<file path="src/hw/dic_pkg.sv">
// Functional notes
// shared inputs default to thermistor function
// config three bits 7,6 pick thermistor/voltage
// config two bit 7 selects second diode
// diode open/short in status two bits 2,3
// thermistor open/short in status two bits 4,5
// first shared channel limits set status one bit 6
// second shared channel limits set status one bit 5
// software masks diode faults in thermistor use
// software masks thermistor faults in diode use
// software turns fan control off for voltage
// result saturates to 0..255, unsigned eight bit
// local and remote diode channels always measured
// diode current base/N1 then base/N2, corrected
// average sixteen cycles before result update
// function change applies from next channel cycle
`default_nettype none
package dic_pkg;
	localparam int unsigned ADDR_W = 8;
	localparam int unsigned DATA_W = 32;
	localparam int unsigned RAW_W  = 11;
	localparam logic [5:0] IDX_CFG_TWO   = 6'h01;
	localparam logic [5:0] IDX_CFG_THREE = 6'h02;
	localparam logic [5:0] IDX_FAN_CFG   = 6'h05;
	localparam logic [5:0] IDX_RES_SH1   = 6'h0A;
	localparam logic [5:0] IDX_RES_SH2   = 6'h0B;
	localparam logic [5:0] IDX_RES_REM1  = 6'h0D;
	localparam logic [5:0] IDX_RES_LOC   = 6'h0E;
	localparam logic [5:0] IDX_ST_ONE    = 6'h10;
	localparam logic [5:0] IDX_ST_TWO    = 6'h11;
	localparam logic [5:0] IDX_MASK_ONE  = 6'h12;
	localparam logic [5:0] IDX_MASK_TWO  = 6'h13;
	localparam logic [5:0] IDX_LO_ONE    = 6'h14;
	localparam logic [5:0] IDX_HI_ONE    = 6'h15;
	localparam logic [5:0] IDX_LO_TWO    = 6'h16;
	localparam logic [5:0] IDX_HI_TWO    = 6'h17;
	localparam logic [5:0] IDX_CLR_ONE   = 6'h1E;
	localparam logic [5:0] IDX_CLR_TWO   = 6'h1F;
	localparam int unsigned CFG2_SECOND_REMOTE_DIODE_BIT = 7;
	localparam int unsigned CFG2_AVG_OFF_BIT = 4;
	localparam int unsigned CFG3_TH1_BIT = 7;
	localparam int unsigned CFG3_TH2_BIT = 6;
	localparam int unsigned ST1_SH1_OOL_BIT = 6;
	localparam int unsigned ST1_SH2_OOL_BIT = 5;
	localparam int unsigned ST2_REM1_NC_BIT = 2;
	localparam int unsigned ST2_SECOND_REMOTE_DIODE_NC_BIT = 3;
	localparam int unsigned ST2_TH1_NC_BIT = 4;
	localparam int unsigned ST2_TH2_NC_BIT = 5;
	localparam logic [7:0] RST_CFG_TWO   = 8'h00;
	localparam logic [7:0] RST_CFG_THREE = 8'hC0;
	localparam logic [7:0] RST_FAN_CFG   = 8'h00;
	localparam logic [7:0] RST_MASK      = 8'h00;
	localparam logic [7:0] RST_LO_LIMIT  = 8'h00;
	localparam logic [7:0] RST_HI_LIMIT  = 8'hFF;
	localparam logic [1:0] CH_LOCAL = 2'h0;
	localparam logic [1:0] CH_REM1  = 2'h1;
	localparam logic [1:0] CH_SH1   = 2'h2;
	localparam logic [1:0] CH_SH2   = 2'h3;
	localparam logic [1:0] CUR_BASE = 2'h0;
	localparam logic [1:0] CUR_N1   = 2'h1;
	localparam logic [1:0] CUR_N2   = 2'h2;
	localparam logic [3:0] AVG_LAST = 4'hF;
	localparam logic [7:0] SAT_MAX  = 8'hFF;
	typedef enum logic [1:0] {ST_SETUP, ST_WAIT, ST_DONE} dic_state_e;
endpackage
`default_nettype wire

</file>
<file path="src/hw/dic_top.sv">
// The Avalon-MM interface to the registers was chosen for this implementation.
`timescale 1ns/1ps
`default_nettype none
module dic_top
	import dic_pkg::*;
(
	input  wire logic                     clk_i,
	input  wire logic                     resetn_i,
	input  wire logic [ADDR_W-1:0]        avs_address_i,
	input  wire logic                     avs_read_i,
	input  wire logic                     avs_write_i,
	input  wire logic [DATA_W-1:0]        avs_writedata_i,
	input  wire logic [3:0]               avs_byteenable_i,
	output logic      [DATA_W-1:0]        avs_readdata_o,
	output logic                          avs_waitrequest_o,
	output logic                          adc_start_o,
	output logic      [1:0]               adc_chan_o,
	output logic      [1:0]               adc_cur_o,
	input  wire logic                     adc_done_i,
	input  wire logic signed [RAW_W-1:0]  adc_raw_i,
	input  wire logic [3:0]               sensor_fault_i,
	output logic                          thermistor_one_o,
	output logic                          thermistor_two_o,
	output logic                          second_remote_diode_o,
	output logic                          irq_o
);

	function automatic logic [7:0] sat8(input logic signed [13:0] v);
		if (v < 0)
			return 8'h00;
		else if (v > 14'sd255)
			return SAT_MAX;
		else
			return v[7:0];
	endfunction

	function automatic logic hit(input logic en, input logic [5:0] a,
		input logic [5:0] b);
		return en && (a == b);
	endfunction

	logic              ack_ff;
	logic [31:0]       rdata_ff;
	logic [7:0]        cfg2_ff;
	logic [7:0]        cfg3_ff;
	logic [7:0]        fan_ff;
	logic [7:0]        mask1_ff;
	logic [7:0]        mask2_ff;
	logic [7:0]        lo1_ff;
	logic [7:0]        hi1_ff;
	logic [7:0]        lo2_ff;
	logic [7:0]        hi2_ff;
	logic [7:0]        st1_ff;
	logic [7:0]        st2_ff;
	logic [3:0]        flt_meta_ff;
	logic [3:0]        flt_sync_ff;
	dic_state_e        state_ff;
	logic [1:0]        ch_ff;
	logic [1:0]        step_ff;
	logic [3:0]        round_ff;
	logic [RAW_W-1:0]  smp_ff [4];
	logic [11:0]       acc_ff [4];
	logic [7:0]        res_ff [4];
	logic              second_remote_diode_act_ff;
	logic [1:0]        th_act_ff;
	logic              start_ff;
	logic [1:0]        chan_ff;
	logic [1:0]        cur_ff;

	wire logic [5:0] reg_idx = avs_address_i[7:2];
	wire logic       req     = avs_read_i | avs_write_i;
	wire logic       nxt_ack = req & ~ack_ff;
	wire logic       wr_en   = avs_write_i & ack_ff & avs_byteenable_i[0]
		& (avs_address_i[1:0] == 2'h0);
	wire logic [7:0] wbyte   = avs_writedata_i[7:0];
	wire logic [7:0] clr1    = hit(wr_en, reg_idx, IDX_CLR_ONE) ? wbyte
		: 8'h00;
	wire logic [7:0] clr2    = hit(wr_en, reg_idx, IDX_CLR_TWO) ? wbyte
		: 8'h00;

	// a request is stalled one cycle so read data come from a flop
	assign avs_waitrequest_o = nxt_ack;
	assign avs_readdata_o    = rdata_ff;

	logic [7:0] rd_mux;
	always_comb begin
		rd_mux = 8'h00;
		if (avs_address_i[1:0] == 2'h0) begin
			unique case (reg_idx)
				IDX_CFG_TWO:   rd_mux = cfg2_ff;
				IDX_CFG_THREE: rd_mux = cfg3_ff;
				IDX_FAN_CFG:   rd_mux = fan_ff;
				IDX_RES_SH1:   rd_mux = res_ff[CH_SH1];
				IDX_RES_SH2:   rd_mux = res_ff[CH_SH2];
				IDX_RES_REM1:  rd_mux = res_ff[CH_REM1];
				IDX_RES_LOC:   rd_mux = res_ff[CH_LOCAL];
				IDX_ST_ONE:    rd_mux = st1_ff;
				IDX_ST_TWO:    rd_mux = st2_ff;
				IDX_MASK_ONE:  rd_mux = mask1_ff;
				IDX_MASK_TWO:  rd_mux = mask2_ff;
				IDX_LO_ONE:    rd_mux = lo1_ff;
				IDX_HI_ONE:    rd_mux = hi1_ff;
				IDX_LO_TWO:    rd_mux = lo2_ff;
				IDX_HI_TWO:    rd_mux = hi2_ff;
				default:       rd_mux = 8'h00;
			endcase
		end
	end

	always_ff @(posedge clk_i or negedge resetn_i) begin
		if (!resetn_i) begin
			ack_ff   <= 1'b0;
			rdata_ff <= 32'h0000_0000;
		end else begin
			ack_ff <= nxt_ack;
			if (avs_read_i && nxt_ack)
				rdata_ff <= {24'h000000, rd_mux};
		end
	end

	always_ff @(posedge clk_i or negedge resetn_i) begin
		if (!resetn_i) begin
			cfg2_ff  <= RST_CFG_TWO;
			cfg3_ff  <= RST_CFG_THREE;
			fan_ff   <= RST_FAN_CFG;
			mask1_ff <= RST_MASK;
			mask2_ff <= RST_MASK;
			lo1_ff   <= RST_LO_LIMIT;
			hi1_ff   <= RST_HI_LIMIT;
			lo2_ff   <= RST_LO_LIMIT;
			hi2_ff   <= RST_HI_LIMIT;
		end else begin
			if (hit(wr_en, reg_idx, IDX_CFG_TWO))   cfg2_ff  <= wbyte;
			if (hit(wr_en, reg_idx, IDX_CFG_THREE)) cfg3_ff  <= wbyte;
			if (hit(wr_en, reg_idx, IDX_FAN_CFG))   fan_ff   <= wbyte;
			if (hit(wr_en, reg_idx, IDX_MASK_ONE))  mask1_ff <= wbyte;
			if (hit(wr_en, reg_idx, IDX_MASK_TWO))  mask2_ff <= wbyte;
			if (hit(wr_en, reg_idx, IDX_LO_ONE))    lo1_ff   <= wbyte;
			if (hit(wr_en, reg_idx, IDX_HI_ONE))    hi1_ff   <= wbyte;
			if (hit(wr_en, reg_idx, IDX_LO_TWO))    lo2_ff   <= wbyte;
			if (hit(wr_en, reg_idx, IDX_HI_TWO))    hi2_ff   <= wbyte;
		end
	end

	// fault comparators sit in the analog domain
	always_ff @(posedge clk_i or negedge resetn_i) begin
		if (!resetn_i) begin
			flt_meta_ff <= 4'h0;
			flt_sync_ff <= 4'h0;
		end else begin
			flt_meta_ff <= sensor_fault_i;
			flt_sync_ff <= flt_meta_ff;
		end
	end

	// measurement sequencer
	wire logic cur_diode = (ch_ff == CH_LOCAL) || (ch_ff == CH_REM1)
		|| ((ch_ff == CH_SH1) && second_remote_diode_act_ff);
	wire logic last_step = cur_diode ? (step_ff == 2'h3)
		: (step_ff == 2'h0);
	wire logic [1:0] step_cur = (step_ff == 2'h1) ? CUR_N1
		: (step_ff == 2'h3) ? CUR_N2 : CUR_BASE;
	// pair two skips its slot while the pins carry a diode
	wire logic [1:0] ch_inc  = ch_ff + 2'h1;
	wire logic [1:0] nxt_ch  = ((ch_inc == CH_SH2) && second_remote_diode_act_ff)
		? CH_LOCAL : ch_inc;
	wire logic mode_ld = (state_ff == ST_DONE) && (nxt_ch == CH_SH1);

	wire logic signed [13:0] e0 = 14'(signed'(smp_ff[0]));
	wire logic signed [13:0] e1 = 14'(signed'(smp_ff[1]));
	wire logic signed [13:0] e2 = 14'(signed'(smp_ff[2]));
	wire logic signed [13:0] e3 = 14'(signed'(smp_ff[3]));
	// two deltas cancel the series drop: 2*dV1 - dV2
	wire logic signed [13:0] diode_t = ((e1 - e0) <<< 1) - (e3 - e2);
	wire logic [7:0] value = cur_diode ? sat8(diode_t)
		: sat8(e0); // see
	wire logic avg_off = cfg2_ff[CFG2_AVG_OFF_BIT];
	wire logic [11:0] acc_sum = acc_ff[ch_ff] + {4'h0, value};
	wire logic res_upd = (state_ff == ST_DONE)
		&& (avg_off || (round_ff == AVG_LAST));
	wire logic [7:0] nxt_res = avg_off ? value : acc_sum[11:4];
	wire logic ool_one = res_upd && (ch_ff == CH_SH1)
		&& ((nxt_res < lo1_ff) || (nxt_res > hi1_ff));
	wire logic ool_two = res_upd && (ch_ff == CH_SH2)
		&& ((nxt_res < lo2_ff) || (nxt_res > hi2_ff));

	always_ff @(posedge clk_i or negedge resetn_i) begin
		if (!resetn_i) begin
			state_ff    <= ST_SETUP;
			ch_ff       <= CH_LOCAL;
			step_ff     <= 2'h0;
			round_ff    <= 4'h0;
			second_remote_diode_act_ff <= 1'b0;
			th_act_ff   <= 2'b11;
			start_ff    <= 1'b0;
			chan_ff     <= CH_LOCAL;
			cur_ff      <= CUR_BASE;
		end else begin
			start_ff <= 1'b0;
			unique case (state_ff)
				ST_SETUP: begin
					chan_ff  <= ch_ff;
					cur_ff   <= step_cur;
					start_ff <= 1'b1;
					state_ff <= ST_WAIT;
				end
				ST_WAIT: begin
					if (adc_done_i) begin
						step_ff  <= last_step ? step_ff : step_ff + 2'h1;
						state_ff <= last_step ? ST_DONE : ST_SETUP;
					end
				end
				ST_DONE: begin
					step_ff  <= 2'h0;
					ch_ff    <= nxt_ch;
					state_ff <= ST_SETUP;
					if (nxt_ch == CH_LOCAL)
						round_ff <= round_ff + 4'h1;
					// mode latched between conversions only
					if (mode_ld) begin
						second_remote_diode_act_ff <= cfg2_ff[CFG2_SECOND_REMOTE_DIODE_BIT]; // see
						th_act_ff   <= {cfg3_ff[CFG3_TH1_BIT],
							cfg3_ff[CFG3_TH2_BIT]}; // see
					end
				end
			endcase
		end
	end

	always_ff @(posedge clk_i or negedge resetn_i) begin
		if (!resetn_i) begin
			for (int i = 0; i < 4; i++) begin
				smp_ff[i] <= '0;
				acc_ff[i] <= 12'h000;
				res_ff[i] <= 8'h00;
			end
		end else begin
			if ((state_ff == ST_WAIT) && adc_done_i)
				smp_ff[step_ff] <= adc_raw_i;
			if (state_ff == ST_DONE) begin
				acc_ff[ch_ff] <= res_upd ? 12'h000 : acc_sum;
				if (res_upd)
					res_ff[ch_ff] <= nxt_res;
			end
		end
	end

	// status: hardware set wins over a clear in the same cycle
	logic [7:0] set1;
	logic [7:0] set2;
	always_comb begin
		set1 = 8'h00;
		set2 = 8'h00;
		set1[ST1_SH1_OOL_BIT] = ool_one;
		set1[ST1_SH2_OOL_BIT] = ool_two;
		set2[ST2_REM1_NC_BIT] = flt_sync_ff[0];
		set2[ST2_SECOND_REMOTE_DIODE_NC_BIT] = flt_sync_ff[1] & second_remote_diode_act_ff;
		set2[ST2_TH1_NC_BIT]  = flt_sync_ff[2] & th_act_ff[1]
			& ~second_remote_diode_act_ff;
		set2[ST2_TH2_NC_BIT]  = flt_sync_ff[3] & th_act_ff[0]
			& ~second_remote_diode_act_ff;
	end

	always_ff @(posedge clk_i or negedge resetn_i) begin
		if (!resetn_i) begin
			st1_ff <= 8'h00;
			st2_ff <= 8'h00;
		end else begin
			st1_ff <= (st1_ff & ~clr1) | set1;
			st2_ff <= (st2_ff & ~clr2) | set2;
		end
	end

	// a set mask bit silences its status bit, as software expects
	assign irq_o = |(st1_ff & ~mask1_ff) | |(st2_ff & ~mask2_ff);
	assign adc_start_o = start_ff;
	assign adc_chan_o  = chan_ff;
	assign adc_cur_o   = cur_ff;
	assign thermistor_one_o      = th_act_ff[1];
	assign thermistor_two_o      = th_act_ff[0];
	assign second_remote_diode_o = second_remote_diode_act_ff;
endmodule // dic_top
`default_nettype wire
</file>
<file path="config.mk">
export PLATFORM = sky130hd
export DESIGN_NAME = dic_top
export DESIGN_NICKNAME = d
export VERILOG_FILES = /design/src/hw/dic_pkg.sv /design/src/hw/dic_top.sv
export SDC_FILE = /design/constraint.sdc
export NUM_CORES = 1
export LEC_CHECK = 0
export BUFFER_PORTS_ARGS = -buffer_cell sky130_fd_sc_hd__buf_2
export CAP_MARGIN = 20
export CORE_ASPECT_RATIO = 0.6
export CORE_MARGIN = 1.5
export CORE_UTILIZATION = 55
export CTS_CLUSTER_DIAMETER = 200
export CTS_CLUSTER_SIZE = 40
export DETAILED_ROUTE_END_ITERATION = 7
export GPL_TIMING_DRIVEN = 0
export PLACE_DENSITY_LB_ADDON = 0.05
export SYNTH_ARGS = -nofsm -noshare
export SYNTH_HDL_FRONTEND = slang
export SYNTH_SLANG_ARGS = --single-unit
</file>
<file path="constraint.sdc">
create_clock -name clk_i -period 7.09 [get_ports clk_i]
set_clock_uncertainty 0.2 [all_clocks]
set_input_delay 0.709 -clock clk_i [delete_from_list [all_inputs] [get_ports clk_i]]
set_output_delay 0.709 -clock clk_i [all_outputs]
set_load 0.005 [all_outputs]
</file>
## Yosys cells after proc, flatten, opt, wreduce, memory -nomap -nowiden

Index checks and enable logic that the tools add are counted.

| cells by class | value |
|---|---|
| reduce and logical (&&, ||, !) cells | 40 |
| eq/ne operators | 29 |
| magnitude comparators | 12 |
| add/subtract/negate cells | 7 |
| mux-type cells | 34 |
| bitwise gates (word level) | 25 |

Operators by type and width:

| kind | number |
|---|---|
| case mux 8 bit (15 select lines) | 1 |
| two-way mux 8 bit | 10 |
| == test 6 x 5 -> 1 bit, second input constant | 10 |
| bitwise mux 48 bit | 1 |
| two-way mux 12 bit | 4 |
| bitwise mux 44 bit | 1 |
| bitwise AND 8 bit | 4 |
| bitwise mux 32 bit | 1 |
| NOT 8 bit | 4 |
| binary-select mux 12 bit (select 2 bit) | 1 |
| demux 12 bit (select 2 bit) | 1 |
| == test 6 x 4 -> 1 bit, second input constant | 4 |
| subtractor 11 x 11 -> 12 bit | 2 |
| logical AND 1 bit | 23 |
| demux 11 bit (select 2 bit) | 1 |
| demux 8 bit (select 2 bit) | 1 |
| greater-than comparator 8 bit | 2 |
| < comparator 8 bit | 2 |
| OR reduction 8 bit | 2 |
| greater-than comparator 14 x 9 -> 1 bit, second input constant | 1 |
| < comparator 14 x 1 -> 1 bit, second input constant | 1 |
| two-way mux 2 bit | 7 |
| subtractor 13 x 12 -> 14 bit | 1 |
| adder 12 x 8 -> 12 bit | 1 |
| other kinds (28) | 61 |

| word-level totals | value |
|---|---|
| bits in registers | 247 |
| output and inout bits | 42 |
| input bits | 64 |
| logic and storage cells | 183 |

## Longest topological paths before layout

| depth | value |
|---|---|
| depth in word-level cells | 12 |
| gate-level depth with buffers | 41 |

## Worst setup path before layout

OpenSTA, ideal clock, no wires.

| path | value |
|---|---|
| path type | flip-flop to flip-flop |
| start | reg smp_ff, in the netlist e1[0] |
| end | reg st1_ff[5] |
| arrival time | 7.361 ns |
| library setup time | 0.140 ns |
| required time | 6.750 ns |
| stages on the path, launching flop included | 39 |
| setup slack | -0.612 ns |
| cells stage by stage | dfrtp_1 -> inv_1 -> ha_1 -> inv_1 -> fa_1 -> a21o_1 -> a21oi_1 -> o21bai_1 -> a21oi_1 -> o21ai_0 -> a21o_1 -> a21oi_1 -> xnor2_1 -> fa_1 -> ha_1 -> o21ai_0 -> o21a_1 -> or3_1 -> [3 not listed] -> ha_1 -> a21o_1 -> a311oi_1 -> inv_1 -> a21oi_1 -> xor2_1 -> o21ai_0 -> a31oi_1 -> inv_1 -> ha_1 -> nor2b_1 -> o21a_1 -> o21ai_0 -> nand2b_1 -> a21oi_1 -> o21ai_0 -> a221oi_1 -> o211ai_1 |

| on the way | value |
|---|---|
| longest elaborated chain between the ends | 12 |

Ends and longest elaborated chain:

| item | line | RTL |
|---|---|---|
| start, declared | dic_top.sv:61 | `logic [RAW_W-1:0] smp_ff [4];` |
| start signal, assigned by index | dic_top.sv:239 | `smp_ff[step_ff] <= adc_raw_i;` |
| subtractor 11 x 11 -> 12 bit (*) | dic_top.sv:174 | `wire logic signed [13:0] diode_t = ((e1 - e0) <<< 1) - (e3 - e2);` |
| subtractor 13 x 12 -> 14 bit (*) | dic_top.sv:174 |  |
| greater-than comparator 14 x 9 -> 1 bit | dic_top.sv:31 | `else if (v > 14'sd255)` |
| two-way mux 8 bit | dic_top.sv:31 |  |
| two-way mux 8 bit (*) | dic_top.sv:29 | `if (v < 0)` |
| two-way mux 8 bit (*) | dic_top.sv:175 | `wire logic [7:0] value = cur_diode ? sat8(diode_t)` |
| adder 12 x 8 -> 12 bit | dic_top.sv:178 | `wire logic [11:0] acc_sum = acc_ff[ch_ff] + {4'h0, value};` |
| two-way mux 8 bit (*) | dic_top.sv:181 | `wire logic [7:0] nxt_res = avg_off ? value : acc_sum[11:4];` |
| via nxt_res[1] | dic_top.sv:181 |  |
| < comparator 8 bit / greater-than comparator 8 bit (equally long branches) | dic_top.sv:185 | `&& ((nxt_res < lo2_ff) \|\| (nxt_res > hi2_ff));` |
| logical OR 1 bit (*) | dic_top.sv:185 |  |
| logical AND 1 bit (*) | dic_top.sv:185 |  |
| OR 8 x 7 -> 8 bit (*) | dic_top.sv:269 | `st1_ff <= (st1_ff & ~clr1) \| set1;` |
| end signal, assigned | dic_top.sv:269 |  |
| end, declared | dic_top.sv:53 | `logic [7:0] st1_ff;` |

The timed path passes the listed nets; every way through them passes the cells marked *.
A chain may end at the register's enable or synchronous reset.

## Worst setup path after layout

| path | value |
|---|---|
| start | reg smp_ff, in the netlist e1[0] |
| end | reg st1_ff[6] |

| on the way | value |
|---|---|
| longest elaborated chain between the ends | 12 |

Ends and longest elaborated chain:

| item | line | RTL |
|---|---|---|
| subtractor 11 x 11 -> 12 bit (*) | dic_top.sv:174 |  |
| subtractor 13 x 12 -> 14 bit (*) | dic_top.sv:174 |  |
| greater-than comparator 14 x 9 -> 1 bit | dic_top.sv:31 |  |
| two-way mux 8 bit | dic_top.sv:31 |  |
| two-way mux 8 bit (*) | dic_top.sv:29 |  |
| two-way mux 8 bit (*) | dic_top.sv:175 |  |
| adder 12 x 8 -> 12 bit | dic_top.sv:178 |  |
| two-way mux 8 bit (*) | dic_top.sv:181 |  |
| via nxt_res[6] | dic_top.sv:181 |  |
| < comparator 8 bit / greater-than comparator 8 bit (equally long branches) | dic_top.sv:183 | `&& ((nxt_res < lo1_ff) \|\| (nxt_res > hi1_ff));` |
| logical OR 1 bit (*) | dic_top.sv:183 |  |
| logical AND 1 bit (*) | dic_top.sv:183 |  |
| OR 8 x 7 -> 8 bit (*) | dic_top.sv:269 |  |

Marks and branches as above.

==> results.cfg <==
[floorplanning]
ios = 106
start_util_pct = 56.3
design.core.area_um2 = 24300
fp-row-count = 44
fp.dieH_um = 125
die_w_um = 206
dieArea_um2 = 25800

[final_layout]
syn2layout_area_growth_pct = 16.8
final_nets = 1608
drive_above_1_share_pct = 29.0
nFillCells = 1965

[timing]
fmax_mhz = 126
setup_ws_ps = -820
finalSetupViolations = 2
slew_violations = 0
rsz0062_at_grt = true
min_period_over_period_pct = 112
tns_ps = -1560
hold_viol = 0
worst_slew_pin_slew_ps = 1270
relSlewSlack_pct = 15.1
fin_crit_ps = 7910

[drt]
routed_wl_mm = 38.5
remaining_drc_errors = 0
antenna_left = 0
drt_iter0_markers = 1019
first_pass_iters = 5
vias = 10700
via_per_inst = 5.99
wl_per_cell_um = 21.7

[global_routing]
grt_max_degree = 119
grt.busiest_layer = met1
use_met1_pct = 49.8
grt.total_usage_pct = 29.8
grt_pass1_vias = 9940
grt_use_met3_pct = 8.45
grt-ovfl-total = 0
grt_pass1_wl_mm = 58.7
use_met2_pct = 38.6
grt_antenna_before_repair = 0

[synth]
synth-seq-cells = 247
yosysMostFrequentCell = dfrtp_1
yosys-top-cells-count = 227 x dfrtp_1, 146 x nand2_1, 133 x mux2_2
synth.distinct_cells = 69
syn-cell-area_um2 = 13700
async_flop_share_pct = 100
ys.flop_type = dfrtp_1
yosysWarnings = 0
synth_edf_count = 0
yosys-top-cells-area = dfrtp_1 42%, mux2_2 11%, ha_1 6.9%, nand2_1 4.0%, dfstp_2 3.8%
yosysTopAreaCell = dfrtp_1
synthCells = 1308
yosysSeqAreaShare_pct = 45.4
synth.top_cell.area_share_pct = 41.6
postSynthAreaPerCell_um2 = 10.4

[clocking]
cts_tree = built
ctsLongestPathBuffers = 3
clock_latency_ps = 510
htreeDepth = 1
clk_transition_reported_paths_ps = 150
numCtsBuffers = 10
cts_sinks = 247
root_buffer = clkbuf_16

[setup_path]
critPathCaptureType = flip-flop
start_kind = flip-flop
path_class = reg2reg
required_ps = 7280
worstPathArrival_ps = 8100
path_max_fanout = 6
slowest_stage = fa_1
max_stage_delay_ps = 480

[placement]
dp_hpwl_mm = 28.1
finalWeightedCongestion = 0.936
io_buffers = 50

[worst_hold_path]
hold_path.class = in2reg

[job]
cap_violations = 0

[outcome]
violations = setup timing
status = finished, violations left
final cells by class:
type                       count  area [um2]  area share, %
multi-input combinational    907        7450           46.7
sequential                   247        6210           38.9
timing repair buffer         112         787           4.93
tap                          322         403           2.53
inverter                     103         399           2.50
buffer                        73         380           2.39
clock buffer                  14         287           1.80
clock inverter                 1        30.0          0.188
antenna                        1        2.50         0.0157
per-stage QoR:
step | cell area, um2 | utilization (%) | std cells | hold slack (ps) | setup slack [ps]
after floorplan | 13900 | - | 1331 | 131 | -87.7
after global placement | 14500 | 59.7 | 1703 | 134 | -1650
after detailed placement | 14600 | 60.1 | 1706 | 138 | -1810
after CTS | 15500 | 63.8 | 1754 | 97.4 | -552
after global routing | 15900 | 65.7 | 1779 | 92.0 | -1120
final | 15900 | 65.7 | 1780 | 106 | -820
worst paths after layout:
path / endpoint / from / slack (ps) / cells past startpoint
max: st1_ff[6]$_DFF_PN0_ / e1[0]$_DFFE_PN0P_ / -820 / 39
max reg2reg: st1_ff[6]$_DFF_PN0_ / e1[0]$_DFFE_PN0P_ / -820 / 39
min: flt_meta_ff[2]$_DFF_PN0_ / sensor_fault_i[2] / 110 / 1
min reg2reg: flt_sync_ff[0]$_DFF_PN0_ / flt_meta_ff[0]$_DFF_PN0_ / 170 / 0
min in group asynchronous: acc_ff[26]$_DFFE_PN0P_ / resetn_i / 470 / 2
max in group asynchronous: res_ff[2]$_DFFE_PN0P_ / resetn_i / 4840 / 4
critical path, delay by kind of cell (launching register included):
kind | cells | cell delay, ps
AO/OA/AOI/OAI | 16 | 3160
XOR/XNOR | 2 | 290
adder cells (fa/ha/maj) | 6 | 2080
buffers and inverters | 10 | 1110
flip-flops | 1 | 400
AND/OR/NAND/NOR | 5 | 540
repair_timing:
action | in CTS | in global routing
pin swaps | 52 | 62
buffers inserted | 33 | 25
hold buffers | 1 | 0
endpoints found under the setup margin | 38 | 27
resized for setup | 62 | 50
hold endpoints to repair | 48 | 0
registers in the layout, summed over array words and instances, names as in the netlist, 4 cells and up:
| signal | flops |
|---|---|
| acc_ff | 48 |
| avs_readdata_o | 8 |
| cfg2_ff | 8 |
| cfg3_ff | 8 |
| e0 | 11 |
| e1 | 11 |
| e2 | 11 |
| e3 | 11 |
| fan_ff | 8 |
| flt_meta_ff | 4 |
| flt_sync_ff | 4 |
| hi1_ff | 8 |
| hi2_ff | 8 |
| lo1_ff | 8 |
| lo2_ff | 8 |
| mask1_ff | 8 |
| mask2_ff | 8 |
| res_ff | 32 |
| round_ff | 4 |
| st1_ff | 8 |
| st2_ff | 8 |
routing by layer:
layer	share of wire, %	wire (um)
met1	50	19100
met2	39	15000
met3	11	4200
met4	0.67	258
met5	0	0
cell families after synthesis:
family,share of synthesized area (%)
simple gates,10.4
compound gates,14.6
flops,45.4
buf+inv,5.57
mux,13.2
fa+ha+maj,9.07
xor+xnor,1.73
other cells,0.0275
placed cells by master, fill, tap and decap left out, types with 6 or more instances in the layout:
cell,synthesis,final
nand4_1,15,15
o211ai_1,8,8
a22o_1,6,6
buf_6,0,7
inv_1,103,95
or3_1,7,6
nand3_1,29,27
a21oi_2,1,15
o31ai_1,17,17
dfrtp_1,227,227
xor2_1,13,8
clkbuf_16,0,11
ha_4,0,18
o21ai_1,1,7
a21o_1,9,9
a21oi_1,46,28
xnor2_1,14,13
a221oi_1,11,9
nand2_1,146,144
mux2_2,133,133
nand2b_1,13,13
nor3_1,15,14
buf_2,2,50
mux4_2,12,12
a22oi_1,39,39
dfstp_2,20,20
fa_1,15,13
nor2b_1,9,6
ha_1,75,54
o21a_1,8,8
o21ai_0,103,88
o21ai_2,0,9
nor2_1,57,55
nand3b_1,6,6
conb_1,1,24
inv_2,0,7
buf_4,25,77
clkbuf_1,44,46
Power is not shown: default switching activity piles up to over one toggle a cycle in this logic, so the estimate is an artifact.
